## src/include/aem_pkg.sv

```systemverilog
/*
 * Shared constants and types for the asynchronous external memory controller:
 * clock figures, config field layout, reset values, states and carriers.
 * Assumes a single core clock; every count is in whole periods of that clock.
 */
package aem_pkg;

    // ----------------------------------------------------------------
    // clock figures
    // ----------------------------------------------------------------
    localparam int CORE_CLK_PERIOD_PS = 10000;
    localparam int REF_FREQ_KHZ = 19200;
    // one bus period T is one core clock period
    localparam int BUS_PERIOD_PS = CORE_CLK_PERIOD_PS;
    localparam int T_CYCLES = (BUS_PERIOD_PS + CORE_CLK_PERIOD_PS - 1) / CORE_CLK_PERIOD_PS;

    // ----------------------------------------------------------------
    // widths
    // ----------------------------------------------------------------
    localparam int ADDR_W = 24;
    localparam int DATA_W = 16;
    localparam int CNT_W = 6;
    localparam int NUM_SEL = 4;

    // ----------------------------------------------------------------
    // config register fields and map
    // ----------------------------------------------------------------
    localparam int PAGE_SIZE_HI = 30;
    localparam int PAGE_SIZE_LO = 28;
    localparam int PRECHARGE_HI = 27;
    localparam int PRECHARGE_LO = 24;
    localparam int RECOVERY_HI = 23;
    localparam int RECOVERY_LO = 20;
    localparam int HOLD_HI = 19;
    localparam int HOLD_LO = 16;
    localparam int DELTA_WR_HI = 15;
    localparam int DELTA_WR_LO = 12;
    localparam int DELTA_RD_HI = 10;
    localparam int DELTA_RD_LO = 8;
    localparam int WAIT_WR_HI = 7;
    localparam int WAIT_WR_LO = 4;
    localparam int WAIT_RD_HI = 3;
    localparam int WAIT_RD_LO = 0;
    // bits 31 and 11 are reserved and read as zero
    localparam logic [31:0] CFG_MASK = 32'h7FFF_F7FF;
    // minimum legal setting: hold, write delta, read delta at 1
    localparam logic [31:0] CFG_RESET = 32'h0001_1100;

    localparam logic [2:0] IDX_ROM0_CFG = 3'h0;
    localparam logic [2:0] IDX_ROM1_CFG = 3'h1;
    localparam logic [2:0] IDX_RAM0_CFG = 3'h2;
    localparam logic [2:0] IDX_RAM1_CFG = 3'h3;
    localparam logic [2:0] IDX_STATUS = 3'h4;

    localparam logic [1:0] SEL_ROM1 = 2'h1;
    localparam logic [1:0] SEL_RAM1 = 2'h3;

    // ----------------------------------------------------------------
    // fixed gaps after an access and the one-period lead, in cycles minus one
    // ----------------------------------------------------------------
    // read gap covers the two-stage data synchroniser
    localparam logic [CNT_W-1:0] READ_GAP_M1 = 6'h01;
    localparam logic [CNT_W-1:0] WRITE_GAP_M1 = 6'h00;
    localparam logic [CNT_W-1:0] ONE_M1 = 6'h00;

    // ----------------------------------------------------------------
    // types
    // ----------------------------------------------------------------
    typedef enum logic [1:0] {
        PAIR_NAND_SDRAM = 2'b00,
        PAIR_BURST_PSRAM = 2'b01,
        PAIR_BURST_SDRAM = 2'b10,
        PAIR_RESERVED = 2'b11
    } aem_pairing_t;

    typedef enum logic [2:0] {
        ST_IDLE = 3'b000,
        ST_SETUP = 3'b001,
        ST_LEAD = 3'b010,
        ST_STROBE = 3'b011,
        ST_HOLD = 3'b100,
        ST_GAP = 3'b101
    } aem_state_t;

    typedef struct packed {
        logic write;
        logic [1:0] sel;
        logic [ADDR_W-1:0] addr;
        logic [DATA_W-1:0] wdata;
    } aem_req_t;

    typedef struct packed {
        logic [ADDR_W-1:0] addr;
        logic [DATA_W-1:0] dout;
        logic doe;
        logic write_n;
        logic output_enable_n;
    } aem_bus_t;

endpackage

```

## src/hw/aem_sync.sv

```systemverilog
/*
 * Two-stage synchroniser for the external data bus inputs.
 * Assumes the pins are asynchronous to core_clk; only stage two is read.
 */
`timescale 1ns/1ps
module aem_sync
    import aem_pkg::*;
(
    input wire logic core_clk,
    input wire logic rst,
    input wire logic [DATA_W-1:0] pin_in,
    output logic [DATA_W-1:0] sync_out
);

    logic [DATA_W-1:0] meta_r;
    logic [DATA_W-1:0] sync_r;

    // ----------------------------------------------------------------
    // per-bit two-flop stages
    // ----------------------------------------------------------------
    for (genvar i = 0; i < DATA_W; i++) begin : g_bit
        always_ff @(posedge core_clk) begin
            if (rst) begin
                meta_r[i] <= 1'b0;
                sync_r[i] <= 1'b0;
            end else begin
                meta_r[i] <= pin_in[i];
                sync_r[i] <= meta_r[i];
            end
        end
    end

    assign sync_out = sync_r;

endmodule

```

## src/hw/aem_timer.sv

```systemverilog
/*
 * Down-counter that times each bus phase.
 * Assumes load is pulsed on entry to a phase with its length minus one.
 */
`timescale 1ns/1ps
module aem_timer
    import aem_pkg::*;
(
    input wire logic core_clk,
    input wire logic rst,
    input wire logic load,
    input wire logic [CNT_W-1:0] load_val,
    output logic done
);

    logic [CNT_W-1:0] count_r;
    logic [CNT_W-1:0] count_nxt;

    always_comb begin
        count_nxt = count_r;
        if (load) begin
            count_nxt = load_val;
        end else if (count_r != '0) begin
            count_nxt = count_r - 1'b1;
        end
    end

    always_ff @(posedge core_clk) begin
        if (rst) begin
            count_r <= '0;
        end else begin
            count_r <= count_nxt;
        end
    end

    assign done = (count_r == '0);

endmodule

```

## src/hw/aem_ctrl.sv

```systemverilog
/*
 * Asynchronous external memory controller for the first external bus:
 * four chip selects, per-select timing config, write and read strobes.
 * Assumes requests come from logic on core_clk; data inputs are pins.
 */
// Contract
// - only NAND+SDRAM or burst+PSRAM pairings
// - four active-low selects, two shared with GPIO
// - extra cycles are delta minus one
// - config field layout and minimum setting
// - idle cycle between read and write
// - write strobe one period after select
// - write strobe after select, lasts 1+mw+nw
// - address held 1+hold after write strobe
// - select held 1+hold after write strobe
// - write select lasts 3+mw+nw+hw
// - keepers hold last written data
// - write select follows address by 1+recovery
// - read select follows address by recovery
// - read strobe lasts 1+mr+nr
// - read strobe one period after select
// - read select lasts 2+mr+nr
// - read select ends with read strobe
// - write data valid one period after select
// - counts in system clock periods
`timescale 1ns/1ps
module aem_ctrl
    import aem_pkg::*;
(
    input wire logic core_clk,
    input wire logic rst,
    input wire logic [1:0] pairing_mode,
    input wire logic rom_select1_pin_en,
    input wire logic ram_select1_pin_en,
    input wire logic cfg_wr,
    input wire logic [2:0] cfg_idx,
    input wire logic [31:0] cfg_wdata,
    output logic [31:0] cfg_rdata,
    input wire logic req_valid,
    output logic req_ready,
    input wire aem_req_t req,
    output logic rsp_valid,
    output logic rsp_err,
    output logic [DATA_W-1:0] rsp_rdata,
    output logic rom_select0_n,
    output logic rom_select1_n,
    output logic ram_select0_n,
    output logic ram_select1_n,
    output aem_bus_t bus_out,
    input wire logic [DATA_W-1:0] bus_din
);

    // ----------------------------------------------------------------
    // decode helpers
    // ----------------------------------------------------------------
    function automatic logic [CNT_W-1:0] minus_one(input logic [3:0] f);
        minus_one = (f == 4'h0) ? '0 : CNT_W'(f - 4'h1);
    endfunction

    function automatic logic [CNT_W-1:0] strobe_m1(input logic [31:0] c, input logic wr);
        if (wr) begin
            strobe_m1 = minus_one(c[DELTA_WR_HI:DELTA_WR_LO]) + CNT_W'(c[WAIT_WR_HI:WAIT_WR_LO]);
        end else begin
            strobe_m1 = minus_one({1'b0, c[DELTA_RD_HI:DELTA_RD_LO]})
                + CNT_W'(c[WAIT_RD_HI:WAIT_RD_LO]);
        end
    endfunction

    function automatic logic [CNT_W-1:0] recovery(input logic [31:0] c);
        recovery = CNT_W'(c[RECOVERY_HI:RECOVERY_LO]);
    endfunction

    // ----------------------------------------------------------------
    // configuration registers
    // ----------------------------------------------------------------
    logic [31:0] cfg_r [NUM_SEL];
    logic [31:0] cfg_nxt [NUM_SEL];
    logic [31:0] cfg_rdata_nxt;

    always_comb begin
        for (int i = 0; i < NUM_SEL; i++) begin
            cfg_nxt[i] = cfg_r[i];
        end
        if (cfg_wr && cfg_idx < IDX_STATUS) begin
            cfg_nxt[cfg_idx[1:0]] = cfg_wdata & CFG_MASK;
        end
    end

    // ----------------------------------------------------------------
    // access state
    // ----------------------------------------------------------------
    aem_state_t state_r;
    aem_state_t state_nxt;
    aem_req_t cur_r;
    aem_req_t cur_nxt;
    logic [31:0] cur_cfg_r;
    logic [31:0] cur_cfg_nxt;
    logic [DATA_W-1:0] rdata_r;
    logic [DATA_W-1:0] rdata_nxt;
    logic rsp_valid_r;
    logic rsp_valid_nxt;
    logic rsp_err_r;
    logic rsp_err_nxt;
    logic [NUM_SEL-1:0] sel_n_r;
    logic [NUM_SEL-1:0] sel_n_nxt;
    aem_bus_t bus_r;
    aem_bus_t bus_nxt;
    logic tmr_load;
    logic [CNT_W-1:0] tmr_val;
    logic tmr_done;
    logic [DATA_W-1:0] din_sync;
    logic refuse;
    logic sel_active;

    aem_timer u_timer (
        .core_clk(core_clk),
        .rst(rst),
        .load(tmr_load),
        .load_val(tmr_val),
        .done(tmr_done)
    );

    aem_sync u_sync (
        .core_clk(core_clk),
        .rst(rst),
        .pin_in(bus_din),
        .sync_out(din_sync)
    );

    // unsupported pairing or a select whose pin is lent to GPIO is refused
    always_comb begin
        refuse = (pairing_mode == PAIR_BURST_SDRAM) || (pairing_mode == PAIR_RESERVED);
        if (req.sel == SEL_ROM1 && !rom_select1_pin_en) begin
            refuse = 1'b1;
        end
        if (req.sel == SEL_RAM1 && !ram_select1_pin_en) begin
            refuse = 1'b1;
        end
    end

    assign req_ready = (state_r == ST_IDLE);

    // ----------------------------------------------------------------
    // phase sequencing; each phase length is in bus periods
    // ----------------------------------------------------------------
    always_comb begin
        state_nxt = state_r;
        cur_nxt = cur_r;
        cur_cfg_nxt = cur_cfg_r;
        rdata_nxt = rdata_r;
        rsp_valid_nxt = 1'b0;
        rsp_err_nxt = 1'b0;
        tmr_load = 1'b0;
        tmr_val = '0;
        case (state_r)
            ST_IDLE: begin
                if (req_valid) begin
                    if (refuse) begin
                        rsp_valid_nxt = 1'b1;
                        rsp_err_nxt = 1'b1;
                    end else begin
                        cur_nxt = req;
                        cur_cfg_nxt = cfg_r[req.sel];
                        tmr_load = 1'b1;
                        if (req.write) begin
                            state_nxt = ST_SETUP;
                            tmr_val = recovery(cfg_r[req.sel]);
                        end else if (recovery(cfg_r[req.sel]) == '0) begin
                            state_nxt = ST_LEAD;
                            tmr_val = ONE_M1;
                        end else begin
                            state_nxt = ST_SETUP;
                            tmr_val = recovery(cfg_r[req.sel]) - 1'b1;
                        end
                    end
                end
            end
            ST_SETUP: begin
                if (tmr_done) begin
                    state_nxt = ST_LEAD;
                    tmr_load = 1'b1;
                    tmr_val = ONE_M1;
                end
            end
            ST_LEAD: begin
                // one period of select before either strobe
                if (tmr_done) begin
                    state_nxt = ST_STROBE;
                    tmr_load = 1'b1;
                    tmr_val = strobe_m1(cur_cfg_r, cur_r.write);
                end
            end
            ST_STROBE: begin
                if (tmr_done) begin
                    tmr_load = 1'b1;
                    if (cur_r.write) begin
                        state_nxt = ST_HOLD;
                        // hold phase lasts 1+hw periods, i.e. the field itself
                        tmr_val = CNT_W'(cur_cfg_r[HOLD_HI:HOLD_LO]) - CNT_W'(1);
                        if (cur_cfg_r[HOLD_HI:HOLD_LO] == 4'h0) begin
                            tmr_val = ONE_M1;
                        end
                    end else begin
                        state_nxt = ST_GAP;
                        tmr_val = READ_GAP_M1;
                    end
                end
            end
            ST_HOLD: begin
                if (tmr_done) begin
                    state_nxt = ST_GAP;
                    tmr_load = 1'b1;
                    tmr_val = WRITE_GAP_M1;
                end
            end
            ST_GAP: begin
                // bus idle here separates any read from a following write
                if (tmr_done) begin
                    state_nxt = ST_IDLE;
                    rsp_valid_nxt = 1'b1;
                    if (!cur_r.write) begin
                        rdata_nxt = din_sync;
                    end
                end
            end
            default: begin
                state_nxt = ST_IDLE;
            end
        endcase
    end

    // ----------------------------------------------------------------
    // pin drive, registered from the next state
    // ----------------------------------------------------------------
    always_comb begin
        sel_active = 1'b0;
        sel_n_nxt = {NUM_SEL{1'b1}};
        bus_nxt = bus_r;
        bus_nxt.write_n = 1'b1;
        bus_nxt.output_enable_n = 1'b1;
        bus_nxt.doe = 1'b0;
        if (state_r == ST_IDLE && state_nxt != ST_IDLE) begin
            bus_nxt.addr = cur_nxt.addr;
        end
        case (state_nxt)
            ST_LEAD: begin
                sel_active = 1'b1;
                if (cur_nxt.write) begin
                    bus_nxt.dout = cur_nxt.wdata;
                end
            end
            ST_STROBE: begin
                sel_active = 1'b1;
                bus_nxt.write_n = !cur_nxt.write;
                bus_nxt.output_enable_n = cur_nxt.write;
                bus_nxt.doe = cur_nxt.write;
            end
            ST_HOLD: begin
                sel_active = 1'b1;
            end
            default: begin
                sel_active = 1'b0;
            end
        endcase
        if (sel_active) begin
            sel_n_nxt[cur_nxt.sel] = 1'b0;
        end
    end

    always_comb begin
        cfg_rdata_nxt = 32'h0000_0000;
        if (cfg_idx < IDX_STATUS) begin
            cfg_rdata_nxt = cfg_r[cfg_idx[1:0]];
        end else if (cfg_idx == IDX_STATUS) begin
            cfg_rdata_nxt = {28'h000_0000, (state_r != ST_IDLE), state_r};
        end
    end

    always_ff @(posedge core_clk) begin
        if (rst) begin
            for (int i = 0; i < NUM_SEL; i++) begin
                cfg_r[i] <= CFG_RESET;
            end
            state_r <= ST_IDLE;
            cur_r <= '0;
            cur_cfg_r <= CFG_RESET;
            rdata_r <= '0;
            rsp_valid_r <= 1'b0;
            rsp_err_r <= 1'b0;
            sel_n_r <= {NUM_SEL{1'b1}};
            bus_r <= '{addr: '0, dout: '0, doe: 1'b0, write_n: 1'b1, output_enable_n: 1'b1};
            cfg_rdata <= 32'h0000_0000;
        end else begin
            cfg_r <= cfg_nxt;
            state_r <= state_nxt;
            cur_r <= cur_nxt;
            cur_cfg_r <= cur_cfg_nxt;
            rdata_r <= rdata_nxt;
            rsp_valid_r <= rsp_valid_nxt;
            rsp_err_r <= rsp_err_nxt;
            sel_n_r <= sel_n_nxt;
            bus_r <= bus_nxt;
            cfg_rdata <= cfg_rdata_nxt;
        end
    end

    assign rom_select0_n = sel_n_r[0];
    assign rom_select1_n = sel_n_r[1];
    assign ram_select0_n = sel_n_r[2];
    assign ram_select1_n = sel_n_r[3];
    assign bus_out = bus_r;
    assign rsp_valid = rsp_valid_r;
    assign rsp_err = rsp_err_r;
    assign rsp_rdata = rdata_r;

    // ----------------------------------------------------------------
    // checks
    // ----------------------------------------------------------------
    logic any_select_n;
    logic [7:0] cs_cnt_r;
    logic [7:0] st_cnt_r;
    logic [7:0] hold_cnt_r;
    logic [7:0] setup_cnt_r;
    logic [7:0] exp_strobe;
    logic [7:0] exp_hold;
    logic [7:0] exp_setup;

    assign any_select_n = &sel_n_r;
    assign exp_strobe = 8'(strobe_m1(cur_cfg_r, cur_r.write)) + 8'h01;
    assign exp_hold = (cur_cfg_r[HOLD_HI:HOLD_LO] == 4'h0) ? 8'h01
        : 8'(cur_cfg_r[HOLD_HI:HOLD_LO]);
    assign exp_setup = 8'(recovery(cur_cfg_r)) + (cur_r.write ? 8'h01 : 8'h00);

    always_ff @(posedge core_clk) begin
        if (rst) begin
            cs_cnt_r <= 8'h00;
            st_cnt_r <= 8'h00;
            hold_cnt_r <= 8'h00;
            setup_cnt_r <= 8'h00;
        end else begin
            cs_cnt_r <= !any_select_n ? cs_cnt_r + 8'h01 : 8'h00;
            st_cnt_r <= !(bus_r.write_n && bus_r.output_enable_n) ? st_cnt_r + 8'h01 : 8'h00;
            hold_cnt_r <= (!any_select_n && bus_r.write_n && st_cnt_r != 8'h00)
                || (!any_select_n && hold_cnt_r != 8'h00) ? hold_cnt_r + 8'h01 : 8'h00;
            setup_cnt_r <= (state_r == ST_SETUP) ? setup_cnt_r + 8'h01 : 8'h00;
        end
    end
endmodule

```

## config.mk

```make
export PLATFORM = sky130hd
export DESIGN_NAME = aem_ctrl
export DESIGN_NICKNAME = d
export VERILOG_FILES = /design/src/include/aem_pkg.sv /design/src/hw/aem_sync.sv /design/src/hw/aem_timer.sv /design/src/hw/aem_ctrl.sv
export SDC_FILE = /design/constraint.sdc
export NUM_CORES = 1
export LEC_CHECK = 0
export BUFFER_PORTS_ARGS = -buffer_cell sky130_fd_sc_hd__buf_2
export CAP_MARGIN = 10
export CORE_MARGIN = 4
export CORE_UTILIZATION = 25
export CTS_CLUSTER_SIZE = 25
export DETAILED_ROUTE_END_ITERATION = 7
export GPL_TIMING_DRIVEN = 0
export PLACE_DENSITY = 0.45
export SETUP_SLACK_MARGIN = 0.3
export SLEW_MARGIN = 20
export SYNTH_ARGS = -nofsm -noshare
export SYNTH_HDL_FRONTEND = slang
export SYNTH_SLANG_ARGS = --single-unit
```

## constraint.sdc

```tcl
create_clock -name core_clk -period 2.9 [get_ports core_clk]
set_input_delay 0.29 -clock core_clk [delete_from_list [all_inputs] [get_ports core_clk]]
set_output_delay 0.29 -clock core_clk [all_outputs]
set_load 0.01 [all_outputs]
```

==> metrics.md, run 1 <==
| Metric | Value |
|---|---|
| Outcome | `complete, no violations` |
| Vias | `10270` |
| P_leak | `6.275 nW` |
| Initial antenna violation count | `2` |
| Layout Nets | `1734` |
| Max_cap viols | `0` |
| Min-Delay Path Class | `input port to flop` |
| Worst setup SP type | `flop` |
| Layout cells sized above 1 | `21.48%` |
| Final period demand of the worst path | `2.451 ns` |
| Max Clk Rate | `0.4079 GHz` |
| Final Routed Wirelength | `40.83 mm` |
| Post-synthesis sequential area ratio | `48.61%` |
| Grt ovf | `0` |
| # setup viols final | `0` |
| PD cells | `688.9 nW/um^2` |
| Pre-antenna DRT Iters | `5` |
| Final Cycle Share | `84.53%` |
| Worst-margin pin slew | `0.9971 ns` |
| Detailed Place HPWL | `29.08 mm` |
| Total power draw | `0.01089 W` |
| Post-synth EDFFs | `0` |
| Slew headroom | `33.53%` |
| Average wire per cell in the routed design | `18.04 um` |
| Clock transition at the registers of the reported paths | `0.06 ns` |
| N_diodes | `0` |
| Die area | `52020 sq um` |
| Port Buffers | `190` |
| Synthesized area per cell | `9.153 sq um` |
| Avg Vias per Cell | `4.538` |
| Htree depth | `2` |
| Chip height | `228.1 um` |
| Fin Clk Skew | `0.03894 ns` |
| Core area | `47850 sq um` |
| Setup Crit Path Kind | `flop to flop` |
| Rows | `80` |
| CTS sink cnt | `294` |
| Synth top area share | `48.61%` |
| First-pass GRT wire length | `62.57 mm` |
| Yosys cell types | `60` |
| Net Sw Frac | `27.52%` |
| Starting Density | `25.31%` |
| CTS tree | `done` |
| Iteration-0 DRC count of the detailed router | `622` |
| Critical-path maximum fanout | `10` |
| Share of total power in the clock network | `44.6%` |
| # IOs | `200` |
| Largest net degree at the start of global routing | `14` |
| Ys flop type | `dfxtp_1` |
| Bufs on Longest Clock Path | `3` |
| Unrepaired setup endpoints after global routing | `no` |
| Switching Power | `0.002997 W` |
| Vias in the first global route | `10460` |
| Root Driver | `clkbuf_16` |
| Ranking of synthesized cells by area | `dfxtp_1, nand2_1, mux4_2` |
| Sequential Power Share | `39.8%` |
| Slew Limit Fails | `0` |
| Synth Cell Area | `12110 sq um` |
| Clk Latency, worst-skew pair | `0.56 ns` |
| DRC errors left | `0` |
| Finished Core Util | `33.04%` |
| Peak VDD IR | `0.3607 mV` |
| Total CTS buffers | `36` |
| GP Congestion | `0.8031` |
| Post-route ant nets | `0` |
| Hold_sp | `cfg_wdata[26]` |
| Data required time of the critical path | `3.32 ns` |
| Final Hold Vio Count | `0` |
| Min Hold Slack | `0.02594 ns` |
| Area grow syn2layout | `30.53%` |
| Synth Instances | `1323` |
| Die width | `228.1 um` |
| Combinational share of power | `15.6%` |
| Ys async rst share | `0%` |
| Yosys reg bits | `294` |
| Pint | `0.007892 W` |
| Worst Setup End Kind | `flop` |
| Overall global routing resource usage | `15.37%` |
| Crit path from | `u_timer.count_r[0]$_SDFFE_PP0P_` |
| Yosys Warn Count | `0` |
| Worst EP arrival | `2.87 ns` |
| Yosys top cell by area | `dfxtp_1` |
| Worst R2R Start | `u_timer.count_r[0]$_SDFFE_PP0P_` |
[layout by cell type (no fill, tap or decap), types with 3 or more instances in the layout]
cell type	count
xor2_1	5
inv_1	10
nand3_1	41
clkinv_2	6
o21ai_0	15
a21oi_1	181
buf_1	6
buf_2	204
nand4_1	3
mux2_1	4
mux2_2	3
clkbuf_8	10
mux2_4	11
dfxtp_1	294
nor2_1	34
bufinv_16	5
nand2_1	357
or2_2	3
mux2i_1	19
clkbuf_1	81
a31oi_1	5
a21o_1	6
ha_1	10
buf_4	3
xnor2_1	3
mux4_2	53
nor3_1	14
conb_1	4
dlygate4sd3_1	65
nor2b_1	78
or3_1	4
nand2b_1	5
clkbuf_16	37
nor3b_1	4
o31ai_1	17
clkbuf_2	3
[layer usage]
layer	routed length (um)	global-route usage [%]	share of wire, %
met1	18220	19.82	45
met5	25	0	0.061
met4	963	4.937	2.4
met3	2323	3.643	5.7
met2	19300	25.49	47
[timing repair]
item / in CTS / in global routing
endpoints found under the hold margin: 122 / 0
resized for setup: 0 / 7
setup buffers: 0 / 1
hold buffers: 65 / 0
setup endpoints to repair: 0 / 23
[synth_stat cells, types with 2 or more instances]
cell and number:
o21ai_0 15, nand4_1 3, nor2b_1 78, nor2_1 34, fa_1 2, nand2_1 357, o21a_1 2, nor3b_1 4
nand2b_1 5, nor3_1 14, or4_1 2, o211ai_1 2, a21oi_1 181, o31a_1 2, a21o_1 6, o31ai_1 17
nor4_1 2, nand3b_1 2, a31oi_1 5, a211o_1 2, buf_4 2, mux2_2 3, mux2i_1 19, or3_1 4
ha_1 10, or2_2 3, inv_1 10, nand3_1 41, xnor2_1 3, xor2_1 5, a211oi_1 2, buf_2 14
mux2_4 11, and2_1 2, mux4_2 53, dfxtp_1 294, o21ba_2 2, clkbuf_1 80, mux2_1 4, buf_1 6
[cell type report]
| type | instances | area [sq um] |
|---|---|---|
| sequential | 294 | 5886 |
| timing repair buffer | 256 | 1609 |
| fill | 5016 | 32040 |
| tap | 615 | 769.5 |
| clock buffer | 51 | 1079 |
| clock inverter | 15 | 214.0 |
| inverter | 11 | 41.29 |
| multi-input combinational | 918 | 5786 |
| buffer | 103 | 422.9 |
[power by group through the flow]
| stage | Clock [W] | Combinational, W | Sequential (W) |
|---|---|---|---|
| finish | 0.00486 | 0.00170 | 0.00433 |
| global route | 0.00517 | 0.00187 | 0.00435 |
| CTS | 0.00500 | 0.00166 | 0.00433 |
| detailed placement | 0 | 0.00158 | 0.00442 |
| global placement | 0 | 0.00157 | 0.00441 |
| floorplan | 0 | 0.00101 | 0.00441 |
[sequential cells by signal (all words and copies together) (netlist names)]
| signal | cells |
|---|---|
| cfg_rdata | 30 |
| cfg_r | 120 |
| rsp_valid | 1 |
| u_sync.meta_r | 16 |
| state_r | 3 |
| cur_cfg_r | 19 |
| cur_r | 19 |
| rsp_err | 1 |
| u_sync.sync_out | 16 |
| bus_out | 43 |
| rsp_rdata | 16 |
| u_timer.count_r | 6 |
| sel_n_r | 4 |
[per-stage QoR]
stage | setup TNS, ns | cells | area (sq um) | setup WS [ns]
floorplan | 0 | 1326 | 12120 | 0.7178
global placement | 0 | 2131 | 13840 | 0.04736
detailed placement | -0.01342 | 2131 | 13840 | -0.01066
CTS | 0 | 2262 | 15780 | 0.3429
global route | 0 | 2263 | 15810 | 0.3074
finish | 0 | 2263 | 15810 | 0.4485
[logic make-up (layout without fill, tap and decap cells)]
family | after synthesis | after routing | synth area share (%)
simple gates | 560 | 560 | 20.89
flops | 294 | 294 | 48.61
compound gates | 244 | 244 | 11.28
buf+inv | 114 | 436 | 3.802
mux | 90 | 90 | 13.44
fa+ha+maj | 12 | 12 | 1.364
xor+xnor | 8 | 8 | 0.5787
other cells | 1 | 4 | 0.03097
[critical path, stage by stage, from the launching register on]
cell     delay (ns)
dfxtp_1        0.33
inv_1          0.07
ha_1           0.24
nor4b_4        0.37
and3_4         0.28
mux2_4         0.35
nand4_4        0.19
buf_6          0.21
mux2_4         0.31
[final timing paths]
kind | cells after the start | to | slack [ns]
worst max-delay path | 8 | bus_out[11]$_SDFFE_PP0P_ | 0.45
worst min-delay path | 3 | cfg_r[58]$_SDFFE_PP0P_ | 0.03
worst max register to register | 8 | bus_out[11]$_SDFFE_PP0P_ | 0.45
worst min register to register | 1 | u_sync.sync_out[11]$_SDFF_PP0_ | 0.43
Power figures use the tool's default switching activity.
==> inputs of run 2 (changes only) <==
==> constraint.sdc (replaced) <==
create_clock -name core_clk -period 2.3 [get_ports core_clk]
set_input_delay 0.23 -clock core_clk [delete_from_list [all_inputs] [get_ports core_clk]]
set_output_delay 0.23 -clock core_clk [all_outputs]
set_load 0.01 [all_outputs]
==> run 2 against run 1 <==
Compared with the run above:
- utilization rose by 1.0 points
- first-iteration DRC count fell by 2.1%
- register-to-register slack got worse by 0.28 ns
- clock-buffer cell count rose by 6
- global-route usage barely moved
- cell count rose by 1.8%
- clock skew fell by 0.020 ns
- critical path type unchanged
- largest power group is now sequential cells
==> metrics.md, run 2 (synthesis gave the netlist of run 1 again) <==
| Metric | Value |
|---|---|
| CTS tree | `done` |
| Vias | `10530 (+2.5%)` |
| DP Cell Count | `2131 (unchanged)` |
| Sequential Power Share | `40.6% (+0.8 points)` |
| # IOs | `200 (unchanged)` |
| Initial antenna violation count | `5 (+3)` |
| Area of the multi-input gates | `5884 sq um (+1.7%)` |
| Global-route met1 utilization | `19.79% (-0.033 points)` |
| Min Hold Slack | `0.08141 ns (+0.05547 ns)` |
| Final instance area | `16290 sq um (+3.1%)` |
| Max FFs per register | `120 (unchanged)` |
| Peak VDD IR | `0.4232 mV (+17%)` |
| Detailed Place HPWL | `28.92 mm (-0.55%)` |
| Starting Density | `25.31% (unchanged)` |
| Register area | `5891 sq um (about the same)` |
| Data required time of the critical path | `2.71 ns (-0.61 ns)` |
| Top reg by flops | `cfg_r` |
| Dpl cell area | `13860 sq um (+0.14%)` |
| CP dominant cell by count | `mux2_4` |
| Htree depth | `2 (unchanged)` |
| Clock transition at the registers of the reported paths | `0.06 ns (about the same)` |
| Setup Crit Path Kind | `flop to flop` |
| Combinational share of power | `18.9% (+3.3 points)` |
| Final worst setup slack | `0.1703 ns (-0.2783 ns)` |
| Fillers | `5009 (-0.14%)` |
| Pint | `0.009691 W (+23%)` |
| Crit-path cells | `inv_2, ha_4, nor4b_4, buf_4, and3_4, mux2_4, nand4_4, buf_12, buf_16, mux2_4` |
| DP Worst Slack | `-0.5680 ns (-0.5574 ns)` |
| Switching Power | `0.003770 W (+26%)` |
| Share of total power in the clock network | `40.5% (-4.1 points)` |
| Port Buffers | `190 (unchanged)` |
| Max Clk Rate | `0.4695 GHz (+15%)` |
| Layout cells sized above 1 | `24.18% (+2.7 points)` |
| Max_cap viols | `0 (unchanged)` |
| Layer with the highest usage | `met2` |
| Slowest-stage cell, CP | `dfxtp_2` |
| GR met2 Demand/Resource | `25.85% (+0.36 points)` |
| Avg Vias per Cell | `4.569 (+0.68%)` |
| Final Hold Vio Count | `0 (unchanged)` |
| Average wire per cell in the routed design | `17.79 um (-1.4%)` |
| Critical-path maximum fanout | `5 (-5)` |
| Layout Nets | `1778 (+2.5%)` |
| DRC errors left | `0 (unchanged)` |
| Fin Clk Skew | `0.01898 ns (-0.01997 ns)` |
| Most common cell after layout, fill and taps aside | `nand2_1` |
| Outcome | `complete, no violations` |
| Die width | `228.1 um (unchanged)` |
| PD cells | `826.2 nW/um^2 (+20%)` |
| Post-route ant nets | `0 (unchanged)` |
| Pre-antenna DRT Iters | `5 (unchanged)` |
| Worst Setup End Kind | `flop` |
| Min-Delay Path Class | `input port to flop` |
| Post-Layout Cell Count | `2304 (+1.8%)` |
| # setup viols final | `0 (unchanged)` |
| Worst-margin pin slew | `0.8347 ns (-0.1625 ns)` |
| Final Cycle Share | `92.60% (+8.1 points)` |
| Bufs on Longest Clock Path | `3 (unchanged)` |
| CP Buf/Inv Count | `4 (+2)` |
| Most frequent cells in the layout | `nand2_1, dfxtp_1, buf_2` |
| Core area | `47850 sq um (unchanged)` |
| GP Congestion | `0.8169 (+1.7%)` |
| Worst path max stage delay | `0.33 ns (-0.04 ns)` |
| Area grow syn2layout | `34.55%` |
| Worst setup SP type | `flop` |
| First-pass GRT wire length | `62.78 mm (+0.33%)` |
| Chip height | `228.1 um (unchanged)` |
| P_leak | `6.522 nW (+3.9%)` |
| Grt ovf | `0 (unchanged)` |
| Overall global routing resource usage | `15.38% (about the same)` |
| Largest net degree at the start of global routing | `12 (-2)` |
| Unrepaired setup endpoints after global routing | `yes` |
| Final Routed Wirelength | `40.99 mm (+0.38%)` |
| Worst EP arrival | `2.54 ns (-0.33 ns)` |
| Clk Latency, worst-skew pair | `0.53 ns (-0.03 ns)` |
| Iteration-0 DRC count of the detailed router | `609 (-2.1%)` |
| Vias in the first global route | `10760 (+2.9%)` |
| CTS sink cnt | `294 (unchanged)` |
| GR Util met3 | `3.231% (-0.41 points)` |
| Slew headroom | `44.36% (+11 points)` |
| Net Sw Frac | `28.01% (+0.49 points)` |
| Final period demand of the worst path | `2.130 ns (-0.3217 ns)` |
| Die area | `52020 sq um (unchanged)` |
| Slew Limit Fails | `0 (unchanged)` |
| Total CTS buffers | `37 (+2.8%)` |
| Root Driver | `clkbuf_16` |
| CP delay by family, top | `multiplexers` |
| Rows | `80 (unchanged)` |
-- run 2: cell count changes in the layout (fill, tap and decap cells not counted), sizes merged --
cell         before  now
clkinv            7    4
diode             0    2
clkinvlp          1    0
inv              13   11
clkbuf          131  136
buf             214  236
bufinv            5    1
dlygate4sd3      65   87
-- run 2: final timing paths --
| kind | start | slack [ns] | to | depth (start not counted) |
|---|---|---|---|---|
| min reg2reg | u_sync.meta_r[0]$_SDFF_PP0_ | 0.43 | u_sync.sync_out[0]$_SDFF_PP0_ | 1 |
| min | req[42] | 0.08 | cur_r[42]$_SDFF_PP0_ | 3 |
| max | u_timer.count_r[1]$_SDFFE_PP0P_ | 0.17 | bus_out[9]$_SDFFE_PP0P_ | 10 |
| max reg2reg | u_timer.count_r[1]$_SDFFE_PP0P_ | 0.17 | bus_out[9]$_SDFFE_PP0P_ | 10 |
-- run 2: power groups by stage --
stage,clock network [W],logic (W),registers (W)
after global placement,0,0.00200,0.00557
final,0.00546,0.00254,0.00547
after detailed placement,0,0.00201,0.00557
after global routing,0.00582,0.00277,0.00549
after floorplan,0,0.00129,0.00557
after CTS,0.00564,0.00242,0.00546
-- run 2: stage by stage --
step                util (%)  setup TNS [ns]  power (W)
floorplan                  -               0   0.006857
global placement       28.97          -54.47   0.007571
detailed placement     28.97          -57.63   0.007583
CTS                    33.76               0    0.01353
global route           34.05               0    0.01408
finish                 34.05               0    0.01346
-- run 2: layer usage --
metal | routed length (um) | vias to the layer above
met5 | 14 | -
met4 | 1083 | 4
met3 | 2207 | 74
li1 | - | 5192
met1 | 18270 | 4987
met2 | 19410 | 269
-- run 2: area by class of cell --
class | instances | area share (%)
sequential | 294 | 36.15
multi-input combinational | 918 | 36.12
clock inverter | 5 | 0.3072
clock buffer | 57 | 6.512
timing repair buffer | 299 | 12.69
tap | 615 | 4.723
antenna | 2 | 0.03072
buffer | 103 | 3.195
inverter | 11 | 0.2688
-- run 2: worst register-to-register path, delay by kind of cell (launching register included) --
family	cells	cell delay (ns)
fa+ha+maj	1	0.13
mux	2	0.61
flops	1	0.33
simple gates	3	0.49
buf+inv	4	0.47
-- run 2: repair_timing --
action	CTS	global route
hold endpoints to repair	177	0
resized for setup	47	45
endpoints found under the setup margin	130	143
pin swaps	4	3
cloned	1	1
hold buffers	87	0
setup buffers	14	6
==> inputs of run 3 (changes only) <==
--- a/config.mk
+++ b/config.mk
@@ -13,6 +13,7 @@
 export DETAILED_ROUTE_END_ITERATION = 7
 export GPL_TIMING_DRIVEN = 0
 export PLACE_DENSITY = 0.45
+export REMOVE_ABC_BUFFERS = 1
 export SETUP_SLACK_MARGIN = 0.3
 export SLEW_MARGIN = 20
 export SYNTH_ARGS = -nofsm -noshare
==> run 3 against run 2 <==
Compared with the run above:
- critical path depth down 1
- sequential power up 0.7%
- largest cell class is now multi-input gates
- combinational power up 8.7%
- via count down 2.2%
- design area up 0.98%
- critical path type unchanged
- cell count down 2.8%
==> metrics.md, run 3 (synthesis gave the netlist of run 1 again) <==
| Metric | Value |
|---|---|
| Outcome | `complete, no violations` |
| Rows | `80 (unchanged)` |
| Vias | `10300 (-2.2%)` |
| # setup viols final | `0 (unchanged)` |
| Slew Limit Fails | `0 (unchanged)` |
| Chip height | `228.1 um (unchanged)` |
| Overall global routing resource usage | `14.52% (-0.87 points)` |
| Clock transition at the registers of the reported paths | `0.05 ns (about the same)` |
| DP Cell Count | `2044 (-4.1%)` |
| Data required time of the critical path | `2.72 ns (about the same)` |
| CTS sink cnt | `294 (unchanged)` |
| Most common cell after layout, fill and taps aside | `nand2_1` |
| Layout Nets | `1714 (-3.6%)` |
| Port Buffers | `194 (+2.1%)` |
| Pre-antenna DRT Iters | `5 (unchanged)` |
| Worst R2R Start | `u_timer.count_r[1]$_SDFFE_PP0P_` |
| Area grow syn2layout | `35.86%` |
| PD cells | `846.3 nW/um^2 (+2.4%)` |
| Final period demand of the worst path | `2.136 ns (+0.006594 ns)` |
| Sum Neg Setup Slack | `0 ns (unchanged)` |
| Worst-margin pin slew | `0.9718 ns (+0.1371 ns)` |
| Die area | `52020 sq um (unchanged)` |
| Most frequent cells in the layout | `nand2_1, dfxtp_1, buf_2` |
| First-pass GRT wire length | `60.29 mm (-4.0%)` |
| Clk Latency, worst-skew pair | `0.55 ns (+0.02 ns)` |
| Hold_sp | `cfg_idx[2]` |
| Die width | `228.1 um (unchanged)` |
| Post-Layout Cell Count | `2240 (-2.8%)` |
| Total power draw | `0.01392 W (+3.4%)` |
| Unrepaired setup endpoints after global routing | `yes` |
| Max FFs per register | `120 (unchanged)` |
| Worst Hold End | `cfg_rdata[1]$_SDFF_PP0_` |
| Grt ovf | `0 (unchanged)` |
| Fin Clk Skew | `0.01988 ns (+0.0009060 ns)` |
| Core area | `47850 sq um (unchanged)` |
| Largest net degree at the start of global routing | `113 (+101)` |
| Top reg by flops | `cfg_r` |
| Slew headroom | `35.21% (-9.1 points)` |
| # IOs | `200 (unchanged)` |
| Total CTS buffers | `36 (-2.7%)` |
| Peak VDD IR | `0.4200 mV (-0.77%)` |
| Starting Density | `25.31% (unchanged)` |
| Bufs on Longest Clock Path | `3 (unchanged)` |
| Post-route ant nets | `0 (unchanged)` |
| Worst setup SP type | `flop` |
| Final Hold Vio Count | `0 (unchanged)` |
| Htree depth | `2 (unchanged)` |
| Worst R2R Setup Slack | `0.16 ns (about the same)` |
| Critical-path maximum fanout | `8 (+3)` |
| Vias in the first global route | `10200 (-5.2%)` |
| Setup Crit Path Kind | `flop to flop` |
| Layout cells sized above 1 | `26.05% (+1.9 points)` |
| DRC errors left | `0 (unchanged)` |
| Worst EP arrival | `2.56 ns (+0.02 ns)` |
| Max_cap viols | `0 (unchanged)` |
| Avg Vias per Cell | `4.597 (+0.63%)` |
| P_leak | `6.541 nW (+0.28%)` |
| Finished Core Util | `34.39% (+0.33 points)` |
| Final Routed Wirelength | `38.96 mm (-5.0%)` |
| Hold depth | `3 (unchanged)` |
| GP Congestion | `0.7590 (-7.1%)` |
| R2r worst-path depth | `9 (-1)` |
| Worst Setup End Kind | `flop` |
| Min-Delay Path Class | `input port to flop` |
| Detailed Place HPWL | `22.26 mm (-23%)` |
| Max Clk Rate | `0.4681 GHz (-0.31%)` |
| CTS tree | `done` |
| Root Driver | `clkbuf_16` |
| Average wire per cell in the routed design | `17.39 um (-2.2%)` |
| Iteration-0 DRC count of the detailed router | `673 (+11%)` |
| Final Cycle Share | `92.88% (+0.29 points)` |
| Initial antenna violation count | `1 (-4)` |
| FF-to-FF End | `bus_out[14]$_SDFFE_PP0P_` |
-- run 3: cell types whose count changed in the layout (fill, tap and decap cells not counted), sizes merged, moves of 3 or more --
cell         previous run  this run
clkinvlp                0         4
buf                   236       242
clkinv                  4         7
dlygate4sd3            87        92
clkbuf                136        49
-- run 3: timing repair --
item                       CTS  global route
pin swaps                    9            15
gates resized for setup     37            24
gates cloned                 5             0
hold buffers                92             0
hold endpoints to repair   179             0
setup buffers               26             9
setup endpoints to repair  112            73
-- run 3: how the worst max path moves through the flow --
stage	startpoint	to	depth (start not counted)
after floorplan	req[41]	bus_out[4]$_SDFFE_PP0P_	5
after global placement	req[41]	bus_out[6]$_SDFFE_PP0P_	6
after detailed placement	state_r[0]$_SDFF_PP0_	bus_out[18]$_SDFFE_PP0P_	5
after CTS	u_timer.count_r[1]$_SDFFE_PP0P_	bus_out[18]$_SDFFE_PP0P_	9
after global routing	u_timer.count_r[1]$_SDFFE_PP0P_	bus_out[14]$_SDFFE_PP0P_	9
final	u_timer.count_r[1]$_SDFFE_PP0P_	bus_out[14]$_SDFFE_PP0P_	9
-- run 3: cell type report --
| cell class | instances | area, sq um |
|---|---|---|
| Fill cell | 4936 | 31390 |
| Multi-Input combinational cell | 921 | 6002 |
| Sequential cell | 294 | 5907 |
| Timing Repair Buffer | 335 | 2566 |
| Clock buffer | 48 | 997.2 |
| Tap cell | 615 | 769.5 |
| Clock inverter | 14 | 157.7 |
| Inverter | 11 | 45.04 |
| Timing Repair inverter | 1 | 5.005 |
| Antenna cell | 1 | 2.502 |
-- run 3: layer usage --
metal / up-vias / part of all wire, % / routed length [um] / track usage [%]
met3: 60 / 5.1 / 1988 / 2.769
met4: 0 / 2.5 / 962 / 4.688
li1: 5060 / - / - / -
met5: - / 0 / 0 / 0
met2: 263 / 47 / 18230 / 23.56
met1: 4915 / 46 / 17780 / 19.57
-- run 3: report_power, final --
part	internal, W	leakage [nW]	total [W]	switching, W
Clock	0.00339	0.566	0.00566	0.00227
Combinational	0.00124	3.58	0.00276	0.00152
Sequential	0.00533	2.39	0.00551	0.000181
-- run 3: worst max-delay path, stage by stage (launching register included) --
cell	delay [ns]
dfxtp_2	0.32
inv_2	0.07
ha_4	0.14
nor4b_4	0.18
buf_4	0.18
and3_4	0.20
mux2_4	0.32
nand4_4	0.13
clkbuf_16	0.18
mux2_4	0.29
-- run 3: through the flow --
step	setup slack, ns	area (sq um)	hold WS (ns)
detailed placement	-1.956	13780	0.4218
finish	0.1637	16450	0.04363
global route	0.1021	16450	0.04235
floorplan	-1.553	11700	0.2991
global placement	-5.395	13440	0.4169
CTS	0.1778	16270	0.01057
